**config.mk**
```make
export PLATFORM = sky130hd
export DESIGN_NAME = gain_level_host_flat
export DESIGN_NICKNAME = d
export VERILOG_FILES = /design/src/logic/gain_link_pkg.sv /design/src/logic/gain_link_if.sv /design/src/logic/msb_shift_out.sv /design/src/logic/gain_level_host.sv /design/src/flat_wrapper.sv
export SDC_FILE = /design/constraint.sdc
export NUM_CORES = 1
export LEC_CHECK = 0
export ABC_AREA = 1
export BUFFER_PORTS_ARGS = -buffer_cell sky130_fd_sc_hd__clkbuf_2
export CORE_MARGIN = 4
export CORE_UTILIZATION = 30
export CTS_CLUSTER_SIZE = 30
export DETAILED_ROUTE_END_ITERATION = 8
export GPL_TIMING_DRIVEN = 0
export RECOVER_POWER = 25
export SLEW_MARGIN = 20
export SYNTH_ARGS = -nofsm -noshare
export SYNTH_HDL_FRONTEND = slang
export SYNTH_SLANG_ARGS = --single-unit
```
**constraint.sdc**
```tcl
create_clock -name sys_clk -period 3.3 [get_ports sys_clk]
set_input_delay 0.165 -clock sys_clk [delete_from_list [all_inputs] [get_ports sys_clk]]
set_output_delay 0.165 -clock sys_clk [all_outputs]
set_load 0.005 [all_outputs]
```
**src/logic/gain_link_pkg.sv**
```systemverilog
// shared constants for the serial gain level link
package gain_link_pkg;
  // byte format
  localparam int unsigned BYTE_W     = 8;
  localparam int unsigned ADDR_FLAG  = 7;          // msb set marks an address byte
  localparam int unsigned MASTER_W   = 7;
  localparam int unsigned CHAN_W     = 5;
  localparam int unsigned NUM_CHAN   = 6;
  // address byte decode table
  localparam logic [7:0] MASTER_ADDR  = 8'h80;
  localparam logic [7:0] CHAN_ADDR_LO = 8'h81;     // channel 1
  localparam logic [7:0] CHAN_ADDR_HI = 8'h86;     // channel 6
  localparam logic [7:0] SPARE_ADDR   = 8'hFF;     // address byte that no target answers to
  // target codes, used by the receiver and by the host command register
  localparam logic [2:0] TGT_NONE   = 3'h0;
  localparam logic [2:0] TGT_MASTER = 3'h7;
  // power-on values: master fully attenuated, channels at least gain
  localparam logic [MASTER_W-1:0] MASTER_MUTE = 7'h00;
  localparam logic [CHAN_W-1:0]   CHAN_RESET  = 5'h1F;
  // host register map
  localparam int unsigned  REG_AW    = 8;
  localparam logic [7:0]   REG_CMD   = 8'h00;
  localparam logic [7:0]   REG_STAT  = 8'h04;
  localparam int unsigned  CMD_VAL_LO = 0;
  localparam int unsigned  CMD_TGT_LO = 8;
  // link timing
  localparam int unsigned SYS_CLK_HZ = 100_000_000;
  localparam int unsigned SCLK_MAX_HZ = 1_000_000;
  localparam int unsigned HALF_CYC = (SYS_CLK_HZ + 2 * SCLK_MAX_HZ - 1) / (2 * SCLK_MAX_HZ);
  localparam int unsigned CNT_W = 6;
  localparam logic [CNT_W-1:0] HALF_LAST = CNT_W'(HALF_CYC - 1);
  localparam logic [3:0] LAST_BIT = 4'h7;
endpackage : gain_link_pkg

```
**src/logic/gain_link_if.sv**
```systemverilog
// four-wire serial link between host and level receiver
`timescale 1ns/1ps
`default_nettype none
interface gain_link_if;
  logic sclk;
  logic sdata;
  logic select_n;
  logic latch_strobe_n;
  modport dev  (input sclk, input sdata, input select_n, input latch_strobe_n);
  modport host (output sclk, output sdata, output select_n, output latch_strobe_n);
endinterface : gain_link_if
`default_nettype wire

```
**src/logic/msb_shift_out.sv**
```systemverilog
// byte serialiser that makes the link clock from sys_clk by a divider
`timescale 1ns/1ps
`default_nettype none
module msb_shift_out (
  // clock and reset
  input  wire logic       sys_clk,
  input  wire logic       rst_n,
  // byte request
  input  wire logic       start,
  input  wire logic [7:0] byte_in,
  output logic            done,
  // serial pins
  output logic            sclk,
  output logic            sdata
);
  logic [gain_link_pkg::CNT_W-1:0] cnt;
  logic [3:0]                      bits;
  logic [7:0]                      sh;
  logic                            active;

  ////////////////////////////////////////////////////////////////////////////
  // data changes while sclk is high, a half period before the falling edge
  always_ff @(posedge sys_clk or negedge rst_n) begin
    if (!rst_n) begin
      cnt    <= '0;
      bits   <= 4'h0;
      sh     <= 8'h00;
      active <= 1'b0;
      sclk   <= 1'b1;
      sdata  <= 1'b0;
      done   <= 1'b0;
    end else begin
      done <= 1'b0;
      if (start) begin
        sh     <= byte_in;
        sdata  <= byte_in[7];
        bits   <= 4'h0;
        cnt    <= '0;
        active <= 1'b1;
        sclk   <= 1'b1;
      end else if (active) begin
        if (cnt == gain_link_pkg::HALF_LAST) begin
          cnt <= '0;
          if (sclk) begin
            sclk <= 1'b0;                        // receiver samples here
          end else begin
            sclk <= 1'b1;
            if (bits == gain_link_pkg::LAST_BIT) begin
              active <= 1'b0;
              done   <= 1'b1;
            end else begin
              bits  <= bits + 4'h1;
              sh    <= {sh[6:0], 1'b0};
              sdata <= sh[6];
            end
          end
        end else begin
          cnt <= cnt + 1'b1;
        end
      end
    end
  end
endmodule : msb_shift_out
`default_nettype wire

```
**src/logic/gain_level_host.sv**
```systemverilog
// host end: command register, sends address and data bytes over the link
//
// The address-and-strobe port and the address map were chosen for this implementation.
`timescale 1ns/1ps
`default_nettype none
module gain_level_host (
  // clock and reset
  input  wire logic       sys_clk,
  input  wire logic       rst_n,
  // register port
  input  wire logic [7:0]  reg_addr,
  input  wire logic [31:0] reg_wdata,
  input  wire logic        reg_wr,
  input  wire logic        reg_rd,
  output logic [31:0]      reg_rdata,
  // link side
  gain_link_if.host link
);
  typedef enum logic [1:0] {
    ST_IDLE  = 2'b00,
    ST_FRAME = 2'b01,
    ST_SHIFT = 2'b10,
    ST_LATCH = 2'b11
  } host_state_e;

  host_state_e                     state;
  logic [gain_link_pkg::CNT_W-1:0] hold;
  logic [2:0]                      cmd_tgt;
  logic [6:0]                      cmd_val;
  logic                            second;
  logic                            strobe_n;
  logic                            start;
  logic                            done;
  logic [7:0]                      tx_byte;
  logic                            busy;

  assign busy = (state != ST_IDLE);

  ////////////////////////////////////////////////////////////////////////////
  // command capture; writes while busy are dropped
  always_ff @(posedge sys_clk or negedge rst_n) begin
    if (!rst_n) begin
      cmd_tgt <= gain_link_pkg::TGT_NONE;
      cmd_val <= 7'h00;
    end else if (reg_wr && reg_addr == gain_link_pkg::REG_CMD && !busy) begin
      cmd_tgt <= reg_wdata[gain_link_pkg::CMD_TGT_LO +: 3];
      cmd_val <= reg_wdata[gain_link_pkg::CMD_VAL_LO +: 7];
    end
  end

  ////////////////////////////////////////////////////////////////////////////
  // read data one cycle after the strobe
  always_ff @(posedge sys_clk or negedge rst_n) begin
    if (!rst_n) begin
      reg_rdata <= 32'h0000_0000;
    end else if (reg_rd && reg_addr == gain_link_pkg::REG_CMD) begin
      reg_rdata <= {21'h0, cmd_tgt, 1'b0, cmd_val};
    end else if (reg_rd && reg_addr == gain_link_pkg::REG_STAT) begin
      reg_rdata <= {31'h0, busy};
    end else begin
      reg_rdata <= 32'h0000_0000;
    end
  end

  ////////////////////////////////////////////////////////////////////////////
  // byte content: address byte first, then the data byte
  // target code 0 must not fold onto the master address, so it gets a spare one
  always_comb begin
    if (!second) begin
      if (cmd_tgt == gain_link_pkg::TGT_MASTER) begin
        tx_byte = gain_link_pkg::MASTER_ADDR;
      end else if (cmd_tgt == gain_link_pkg::TGT_NONE) begin
        tx_byte = gain_link_pkg::SPARE_ADDR;
      end else begin
        tx_byte = gain_link_pkg::CHAN_ADDR_LO + 8'(cmd_tgt) - 8'h01;
      end
    end else if (cmd_tgt == gain_link_pkg::TGT_MASTER) begin
      tx_byte = {1'b0, cmd_val};
    end else begin
      tx_byte = {3'b000, cmd_val[gain_link_pkg::CHAN_W-1:0]};
    end
  end

  ////////////////////////////////////////////////////////////////////////////
  // one frame per byte; select and strobe move together as one line
  always_ff @(posedge sys_clk or negedge rst_n) begin
    if (!rst_n) begin
      state    <= ST_IDLE;
      hold     <= '0;
      second   <= 1'b0;
      strobe_n <= 1'b1;
      start    <= 1'b0;
    end else begin
      start <= 1'b0;
      case (state)
        ST_IDLE: begin
          if (reg_wr && reg_addr == gain_link_pkg::REG_CMD) begin
            state    <= ST_FRAME;
            second   <= 1'b0;
            hold     <= '0;
            strobe_n <= 1'b0;
          end
        end
        ST_FRAME: begin
          if (hold == gain_link_pkg::HALF_LAST) begin
            state <= ST_SHIFT;
            start <= 1'b1;
          end else begin
            hold <= hold + 1'b1;
          end
        end
        ST_SHIFT: begin
          if (done) begin
            state    <= ST_LATCH;
            hold     <= '0;
            strobe_n <= 1'b1;
          end
        end
        ST_LATCH: begin
          if (hold != gain_link_pkg::HALF_LAST) begin
            hold <= hold + 1'b1;
          end else if (!second) begin
            state    <= ST_FRAME;
            second   <= 1'b1;
            hold     <= '0;
            strobe_n <= 1'b0;
          end else begin
            state <= ST_IDLE;
          end
        end
        default: state <= ST_IDLE;
      endcase
    end
  end

  assign link.select_n       = strobe_n;
  assign link.latch_strobe_n = strobe_n;

  // serialiser with its own clock divider
  msb_shift_out u_shift (
    .sys_clk (sys_clk),
    .rst_n   (rst_n),
    .start   (start),
    .byte_in (tx_byte),
    .done    (done),
    .sclk    (link.sclk),
    .sdata   (link.sdata)
  );
endmodule : gain_level_host
`default_nettype wire

```
**src/flat_wrapper.sv**
```systemverilog
// flat-port wrapper written by rule: the top's interface ports become plain ports
module gain_level_host_flat 
  (sys_clk, rst_n, reg_addr, reg_wdata, reg_wr, reg_rd, reg_rdata, link_sclk, link_sdata, link_select_n, link_latch_strobe_n);
  gain_link_if link_i ();
  input  wire logic sys_clk;
  input  wire logic rst_n;
  input  wire logic [7:0] reg_addr;
  input  wire logic [31:0] reg_wdata;
  input  wire logic reg_wr;
  input  wire logic reg_rd;
  output logic [31:0] reg_rdata;
  output wire logic [$bits(link_i.sclk)-1:0] link_sclk;
  output wire logic [$bits(link_i.sdata)-1:0] link_sdata;
  output wire logic [$bits(link_i.select_n)-1:0] link_select_n;
  output wire logic [$bits(link_i.latch_strobe_n)-1:0] link_latch_strobe_n;
  assign link_sclk = link_i.sclk;
  assign link_sdata = link_i.sdata;
  assign link_select_n = link_i.select_n;
  assign link_latch_strobe_n = link_i.latch_strobe_n;
  gain_level_host u_core (.sys_clk(sys_clk), .rst_n(rst_n), .reg_addr(reg_addr), .reg_wdata(reg_wdata), .reg_wr(reg_wr), .reg_rd(reg_rd), .reg_rdata(reg_rdata), .link(link_i));
endmodule
```
==> metrics.md, run 1 <==
| Metric | Value |
|---|---|
| Htree depth | 2 |
| Pint | 0.000959 W |
| Rows | 34 |
| Largest family of logic cells by synthesized area | simple AND/OR/NAND/NOR gates |
| Total grt overflow | 0 |
| Sw Ratio | 0.344 |
| Die H | 104 um |
| Adder-cell share of the synthesized area | 0.0404 |
| Worst Tran Pin Value | 1290 ps |
| Seq cells post-synth | 52 |
| Sw power | 0.000502 W |
| CORE AREA | 8890 um2 |
| CP Max Fanout | 9 |
| Nets | 451 |
| Mux cell area share after synthesis | 0.00359 |
| Clock-pin slew on the worst setup and hold paths | 100 ps |
| Final setup fails | 0 |
| WL per Instance | 10.6 um |
| First-pass GRT wire length | 9870 um |
| Cell Area, Synth | 2790 um2 |
| Yosys warns | 0 |
| # diodes | 0 |
| Top-Level Pins | 80 |
| Period utilisation layout | 0.466 |
| Arrival @ worst endpoint | 1740 ps |
| DP Cell Count | 498 |
| Clock latency on the worst-skew pair | 310 ps |
| Crit. End Element | flip-flop |
| Post_cts resized | 0 |
| Max Root-Sink Buffers | 2 |
| Commonest non-fill, non-tap cell in the layout | nand2_1 |
| Sequential share of power | 0.487 |
| Area Overhead vs Synth | 17.3% |
| Largest net degree at the start of global routing | 53 |
| Setup_tns | 0 ps |
| 1st-pass router iterations | 4 |
| Slew margin rel. | 0.140 |
| Most frequent cells in the layout | nand2_1 (80), dfrtp_1 (50), inv_1 (34) |
| Routed via count | 2,152 |
| Synth Area in Compound Gates | 0.110 |
| Simple-gate portion of the synthesized area | 0.238 |
| Pwr Total | 0.00146 W |
| Hold Vio Cnt, Final | 0 |
| Syn_area_per_cell | 8.35 um2 |
| DP HPWL | 4040 um |
| RSZ-0062 raised after global routing | false |
| Initial Utilization | 0.314 |
| Setup WS post-layout | 1760 ps |
| Critical path class | reg -> reg |
| Post-synth EDFFs | 0 |
| Maximum VDD drop | 0.000270 V |
| FMAX | 0.651 GHz |
| Combinational Power Share | 0.246 |
| Outcome | finished clean |
| Minimum clock period after layout | 1540 ps |
| Main flop type after synthesis | dfrtp_1 |
| Critical Path Slowest Stage Cell | dfrtp_1 |
| CP bufs+invs | 1 |
| Gpl congestion | 0.818 |
| Non-filler cells, final | 507 |
| Post-synthesis xor/xnor area fraction | 0.0126 |
| Final Util | 0.368 |
| FILL cells | 919 |
| Number of global-route vias before repair | 2,188 |
| Pre-CTS setup slack | 1760 ps |
| P_leak | 1.79 nW |
| Crit-path max cell delay | 430 ps |
| Async set-reset flop share out of synthesis | 1.00 |
| Antenna Nets Post-Route | 0 |
| Power share of the clock group | 0.266 |
| Routed WL | 5360 um |
| Total GRT Usage | 0.107 |
| Post-synthesis cell type count | 37 |
| Sink Count | 52 |
| Synthesized instance count | 334 |
| Share of layout cells above drive strength 1 | 0.211 |
| Critical Path RT | 3500 ps |
| Port bufs | 35 |
| CTS tree | done |
| DIE AREA | 10,900 um2 |
| Worst Skew | 7.23 ps |
| Final Max Slew Viols | 0 |
| Antenna violations before repair | 0 |
| Crit path launch type | flip-flop |
| CP top delay family | simple AND/OR/NAND/NOR gates |
| CP Cell Sequence | ha_1, buf_2, nand2_1, nand2_1, nand4_1, nand3_2, nand2_1, o21ai_1 |
| Vias/cell | 4.24 |
| Number of buffers created by CTS | 5 |
| PwrDens | 447 nW/um2 |
| CTS root buffer | clkbuf_8 |
| DIE WIDTH | 104 um |
| Register area share after synthesis | 0.468 |
| Worst min-delay path class | in -> reg |
| Most common cell on crit path | nand2_1 |
| Initial drt markers | 81 |
| DRC Markers | 0 |
| Max cap viols | 0 |
-- sequential cells by signal, indices dropped and copies added (netlist names), 2 cells and up --
register / flops
u_core.cmd_tgt: 3
u_core.reg_rdata: 10
u_core.u_shift.sh: 7
u_core.u_shift.bits: 4
u_core.state: 2
u_core.cmd_val: 7
u_core.hold: 6
u_core.u_shift.cnt: 6
-- power by group through the flow --
stage               clock [W]  combinational (W)  sequential (W)
floorplan                   0           0.000273        0.000715
global placement            0           0.000354        0.000722
detailed placement          0           0.000364        0.000724
CTS                  0.000407           0.000366        0.000712
global route         0.000428           0.000426        0.000719
finish               0.000389           0.000360        0.000712
-- metrics by stage --
step | hold slack, ps | cell area [um2]
after floorplan | -131 | 2870
after global placement | 379 | 3180
after detailed placement | 300 | 3180
after CTS | 41.7 | 3290
after global routing | 40.2 | 3270
final | 52.6 | 3270
-- routing by layer --
metal  wire (um)  track usage
met5           0            0
met4          51       0.0285
met3         209       0.0236
met2        2460        0.179
met1        2640        0.138
-- cell families after synthesis --
logic type,Yosys count
other cells,1
buf+inv,64
compound gates,53
fa+ha+maj,9
xor+xnor,4
mux,1
simple gates,150
flops,52
-- Yosys cell counts (2+ instances only) --
library cell  number  area [um2]
buf_2              2        10.0
dfstp_2            2        52.6
xor2_1             3        26.3
nand2_1           80         300
o21ai_2            6        52.6
nor2_2             5        31.3
o21ai_0           25         125
nor2_1            29         109
nand2_2            3        18.8
nand3_1           19        95.1
inv_1             34         128
nand3_2            2        20.0
o21ai_1            6        30.0
buf_4             24         180
a21oi_1            8        40.0
nand4_1            4        25.0
ha_1               9         113
o211ai_1           2        15.0
nor3_1             3        15.0
o22ai_1            2        12.5
dfrtp_1           50        1250
-- path summary, 6_finish.rpt --
path | depth (start not counted) | startpoint | end | slack, ps
worst max-delay path | 8 | u_core.state[0] | u_core.hold[3] | 1760
worst min-delay path | 3 | reg_wdata[6] | u_core.cmd_val[6] | 50
worst max register to register | 8 | u_core.state[0] | u_core.hold[3] | 1760
worst min register to register | 2 | u_core.u_shift.sdata | u_core.u_shift.sdata | 480
max in group asynchronous | 2 | rst_n | u_core.second | 1840
min in group asynchronous | 2 | rst_n | u_core.hold[2] | 670
-- worst register-to-register path: cells and delay by family, from the launching register on --
| family | cells | cell delay, ps |
|---|---|---|
| DFF | 1 | 430 |
| buffers and inverters | 1 | 160 |
| and+or+nand+nor | 5 | 580 |
| AOI/OAI and AO/OA | 1 | 60 |
| adders and majority gates | 1 | 200 |
-- what timing repair did --
| action | 4_1_cts | 5_1_grt |
|---|---|---|
| setup endpoints to repair | 0 | 0 |
| setup buffers | 0 | 0 |
| hold buffers | 1 | 0 |
| hold endpoints to repair | 50 | 0 |
-- cell type report --
cell class                 instances  area [um2]  share of cell area
buffer                            29         219              0.0670
clock buffer                       5        68.8              0.0210
clock inverter                     3        27.5             0.00842
inverter                          35         131              0.0402
multi-input combinational        239        1210               0.370
sequential                        52        1300               0.399
tap                              108         135              0.0413
timing repair buffer              36         174              0.0532
(Power assumes the default switching activity.)
==> run 2, diff against run 1 <==
Settings changed: ABC_AREA 1 to 0.
Clock period 3.3 ns to 1.4 ns, I/O delays scaled along.
==> run 2 against run 1 <==
Net effect: critical endpoint is now u_core.u_shift.bits[0]; non-clock buffer count rose by 42; combinational power rose to 6.0 times the previous value; hold slack improved by 61 ps; fmax decreased by 16%; total power increased to 3.3 times the previous value; sequential cell count unchanged; clock power up 130%; utilization is 7.3 points higher; largest cell class is now multi-input combinational cells; via count grew 7.7%; the flow now finishes with violations (setup timing).
==> metrics.md, run 2 <==
| Metric | Value |
|---|---|
| Outcome | complete, but fails checks |
| Failing checks | setup timing |
| Total grt overflow | 0 |
| Routed WL | 6440 um |
| Synth top cells by count | dfrtp_1 (50), buf_4 (23), o21ai_0 (18) |
| Number of global-route vias before repair | 2,347 |
| CTS root buffer | clkbuf_8 |
| 1st-pass router iterations | 4 |
| Top-Level Pins | 80 |
| CORE AREA | 8850 um2 |
| Setup WS post-layout | -437 ps |
| Critical Path RT | 1640 ps |
| Post-synth EDFFs | 0 |
| PwrDens | 1250 nW/um2 |
| Nets | 424 |
| First-pass GRT wire length | 11,100 um |
| Max cap viols | 0 |
| Pre-CTS setup slack | -599 ps |
| Worst Skew | 8.88 ps |
| Pwr Total | 0.00485 W |
| CP Max Fanout | 4 |
| Start point of the critical path | u_core.u_shift.cnt[1] |
| Commonest non-fill, non-tap cell in the layout | dfrtp_1 |
| Initial Utilization | 0.313 |
| Final setup fails | 38 |
| Number of buffers created by CTS | 5 |
| Area leader, netlist | dfrtp_1 |
| CTS tree | done |
| Die H | 104 um |
| Regs by FF count | u_core.reg_rdata (10), u_core.cmd_val (7), u_core.u_shift.sh (7) |
| Clock latency on the worst-skew pair | 310 ps |
| Share of layout cells above drive strength 1 | 0.419 |
| Async set-reset flop share out of synthesis | 1.00 |
| Yosys warns | 0 |
| Vias/cell | 4.83 |
| Clock-pin slew on the worst setup and hold paths | 100 ps |
| Htree depth | 2 |
| Antenna violations before repair | 0 |
| Seq cells post-synth | 52 |
| Top cell type's share of synthesized area | 0.451 |
| Worst R2R Setup Slack | -440 ps |
| Critical path class | reg -> reg |
| Biggest register | u_core.reg_rdata |
| Antenna Nets Post-Route | 0 |
| DIE WIDTH | 104 um |
| Minimum clock period after layout | 1840 ps |
| Total GRT Usage | 0.122 |
| Worst min-delay path class | in -> reg |
| Most frequent cells in the layout | dfrtp_1 (45), buf_4 (43), clkbuf_2 (28) |
| DP HPWL | 4040 um |
| Crit path launch type | flip-flop |
| Cell Area, Synth | 2770 um2 |
| Post-synthesis cell type count | 53 |
| Slew margin rel. | 0.514 |
| Syn_area_per_cell | 10.3 um2 |
| Maximum VDD drop | 0.000669 V |
| Non-filler cells, final | 480 |
| Final Util | 0.440 |
| DRC Markers | 0 |
| Sink Count | 52 |
| Hold Vio Cnt, Final | 0 |
| FMAX | 0.544 GHz |
| DP Cell Count | 433 |
| Rows | 34 |
| Largest net degree at the start of global routing | 53 |
| WL per Instance | 13.4 um |
| Final Max Slew Viols | 0 |
| Crit. End Element | flip-flop |
| Max Root-Sink Buffers | 2 |
| HP Start | reg_addr[4] |
| Routed via count | 2,318 |
| Period utilisation layout | 1.31 |
| Arrival @ worst endpoint | 2070 ps |
| P_leak | 1.83 nW |
| Gpl congestion | 0.754 |
| Max FFs per register | 10 |
| Register area share after synthesis | 0.470 |
| Initial drt markers | 91 |
| # diodes | 0 |
| Main flop type after synthesis | dfrtp_1 |
| Worst Tran Pin Value | 729 ps |
| Area Overhead vs Synth | 40.5% |
| FILL cells | 866 |
| Dominant cell by count in the synthesized netlist | dfrtp_1 |
| RSZ-0062 raised after global routing | true |
| Synth top area cells | dfrtp_1 (45%), buf_4 (6.2%), mux2_2 (4.5%) |
| Critical R2R Launch | u_core.u_shift.cnt[1] |
| Synthesized instance count | 269 |
| Port bufs | 35 |
| DIE AREA | 10,800 um2 |
-- run 2: final timing paths --
| check | to | cells past startpoint |
|---|---|---|
| hold / removal | u_core.reg_rdata[0] | 3 |
| setup reg to reg | u_core.u_shift.bits[0] | 7 |
| hold reg to reg | u_core.reg_rdata[4] | 1 |
| setup / recovery | u_core.u_shift.bits[0] | 7 |
| min in group asynchronous | u_core.hold[0] | 2 |
| max in group asynchronous | u_core.u_shift.active | 2 |
-- run 2: what timing repair did --
item / 4_1_cts / 5_1_grt
buffers inserted: 23 / 6
cloned: 1 / 0
hold endpoints to repair: 60 / 1
gates resized for setup: 35 / 29
hold buffers: 11 / 1
setup endpoints to repair: 40 / 40
pin swaps: 14 / 10
-- run 2: layout make-up --
class	instances	area, um2	share of cell area
multi-input combinational	193	1540	0.395
sequential	52	1310	0.336
timing repair buffer	77	561	0.144
buffer	30	208	0.0533
tap	108	135	0.0347
clock buffer	5	68.8	0.0177
inverter	12	52.6	0.0135
clock inverter	3	25.0	0.00642
-- run 2: through the flow --
stage	hold WS, ps	area, um2	setup TNS (ps)
after global routing	106	3900	-11800
final	114	3900	-9060
after floorplan	-226	2980	-6100
after global placement	306	3290	-13090
after detailed placement	206	3290	-13910
after CTS	1.22	3790	-9580
-- run 2: kinds of logic after synthesis --
| family | after synthesis | share of synthesized area |
|---|---|---|
| simple gates | 76 | 0.172 |
| compound gates | 68 | 0.153 |
| flops | 52 | 0.470 |
| buf+inv | 45 | 0.0925 |
| mux | 17 | 0.0668 |
| fa+ha+maj | 10 | 0.0442 |
| other cells | 1 | 0.00135 |
-- run 2: per-layer routing --
metal / GRT usage / up-vias / wire [um]
met4: 0.0332 / 0 / 52
met1: 0.157 / 1122 / 2920
li1: - / 1132 / -
met3: 0.0286 / 6 / 307
met2: 0.204 / 58 / 3160
met5: 0 / - / 0
-- run 2: where the power goes --
group,switching [W],total (W),internal (W)
sequential,0.000161,0.00179,0.00163
clock,0.000542,0.000908,0.000366
combinational,0.000937,0.00216,0.00122
total,0.00164,0.00485,0.00321
-- run 2: critical path: stages, from the launching register on --
cell and delay (ps):
dfrtp_1 390, inv_1 60, ha_1 140, nand4b_1 130, or4_4 480, buf_6 140, or3_4 320, a21oi_2 110
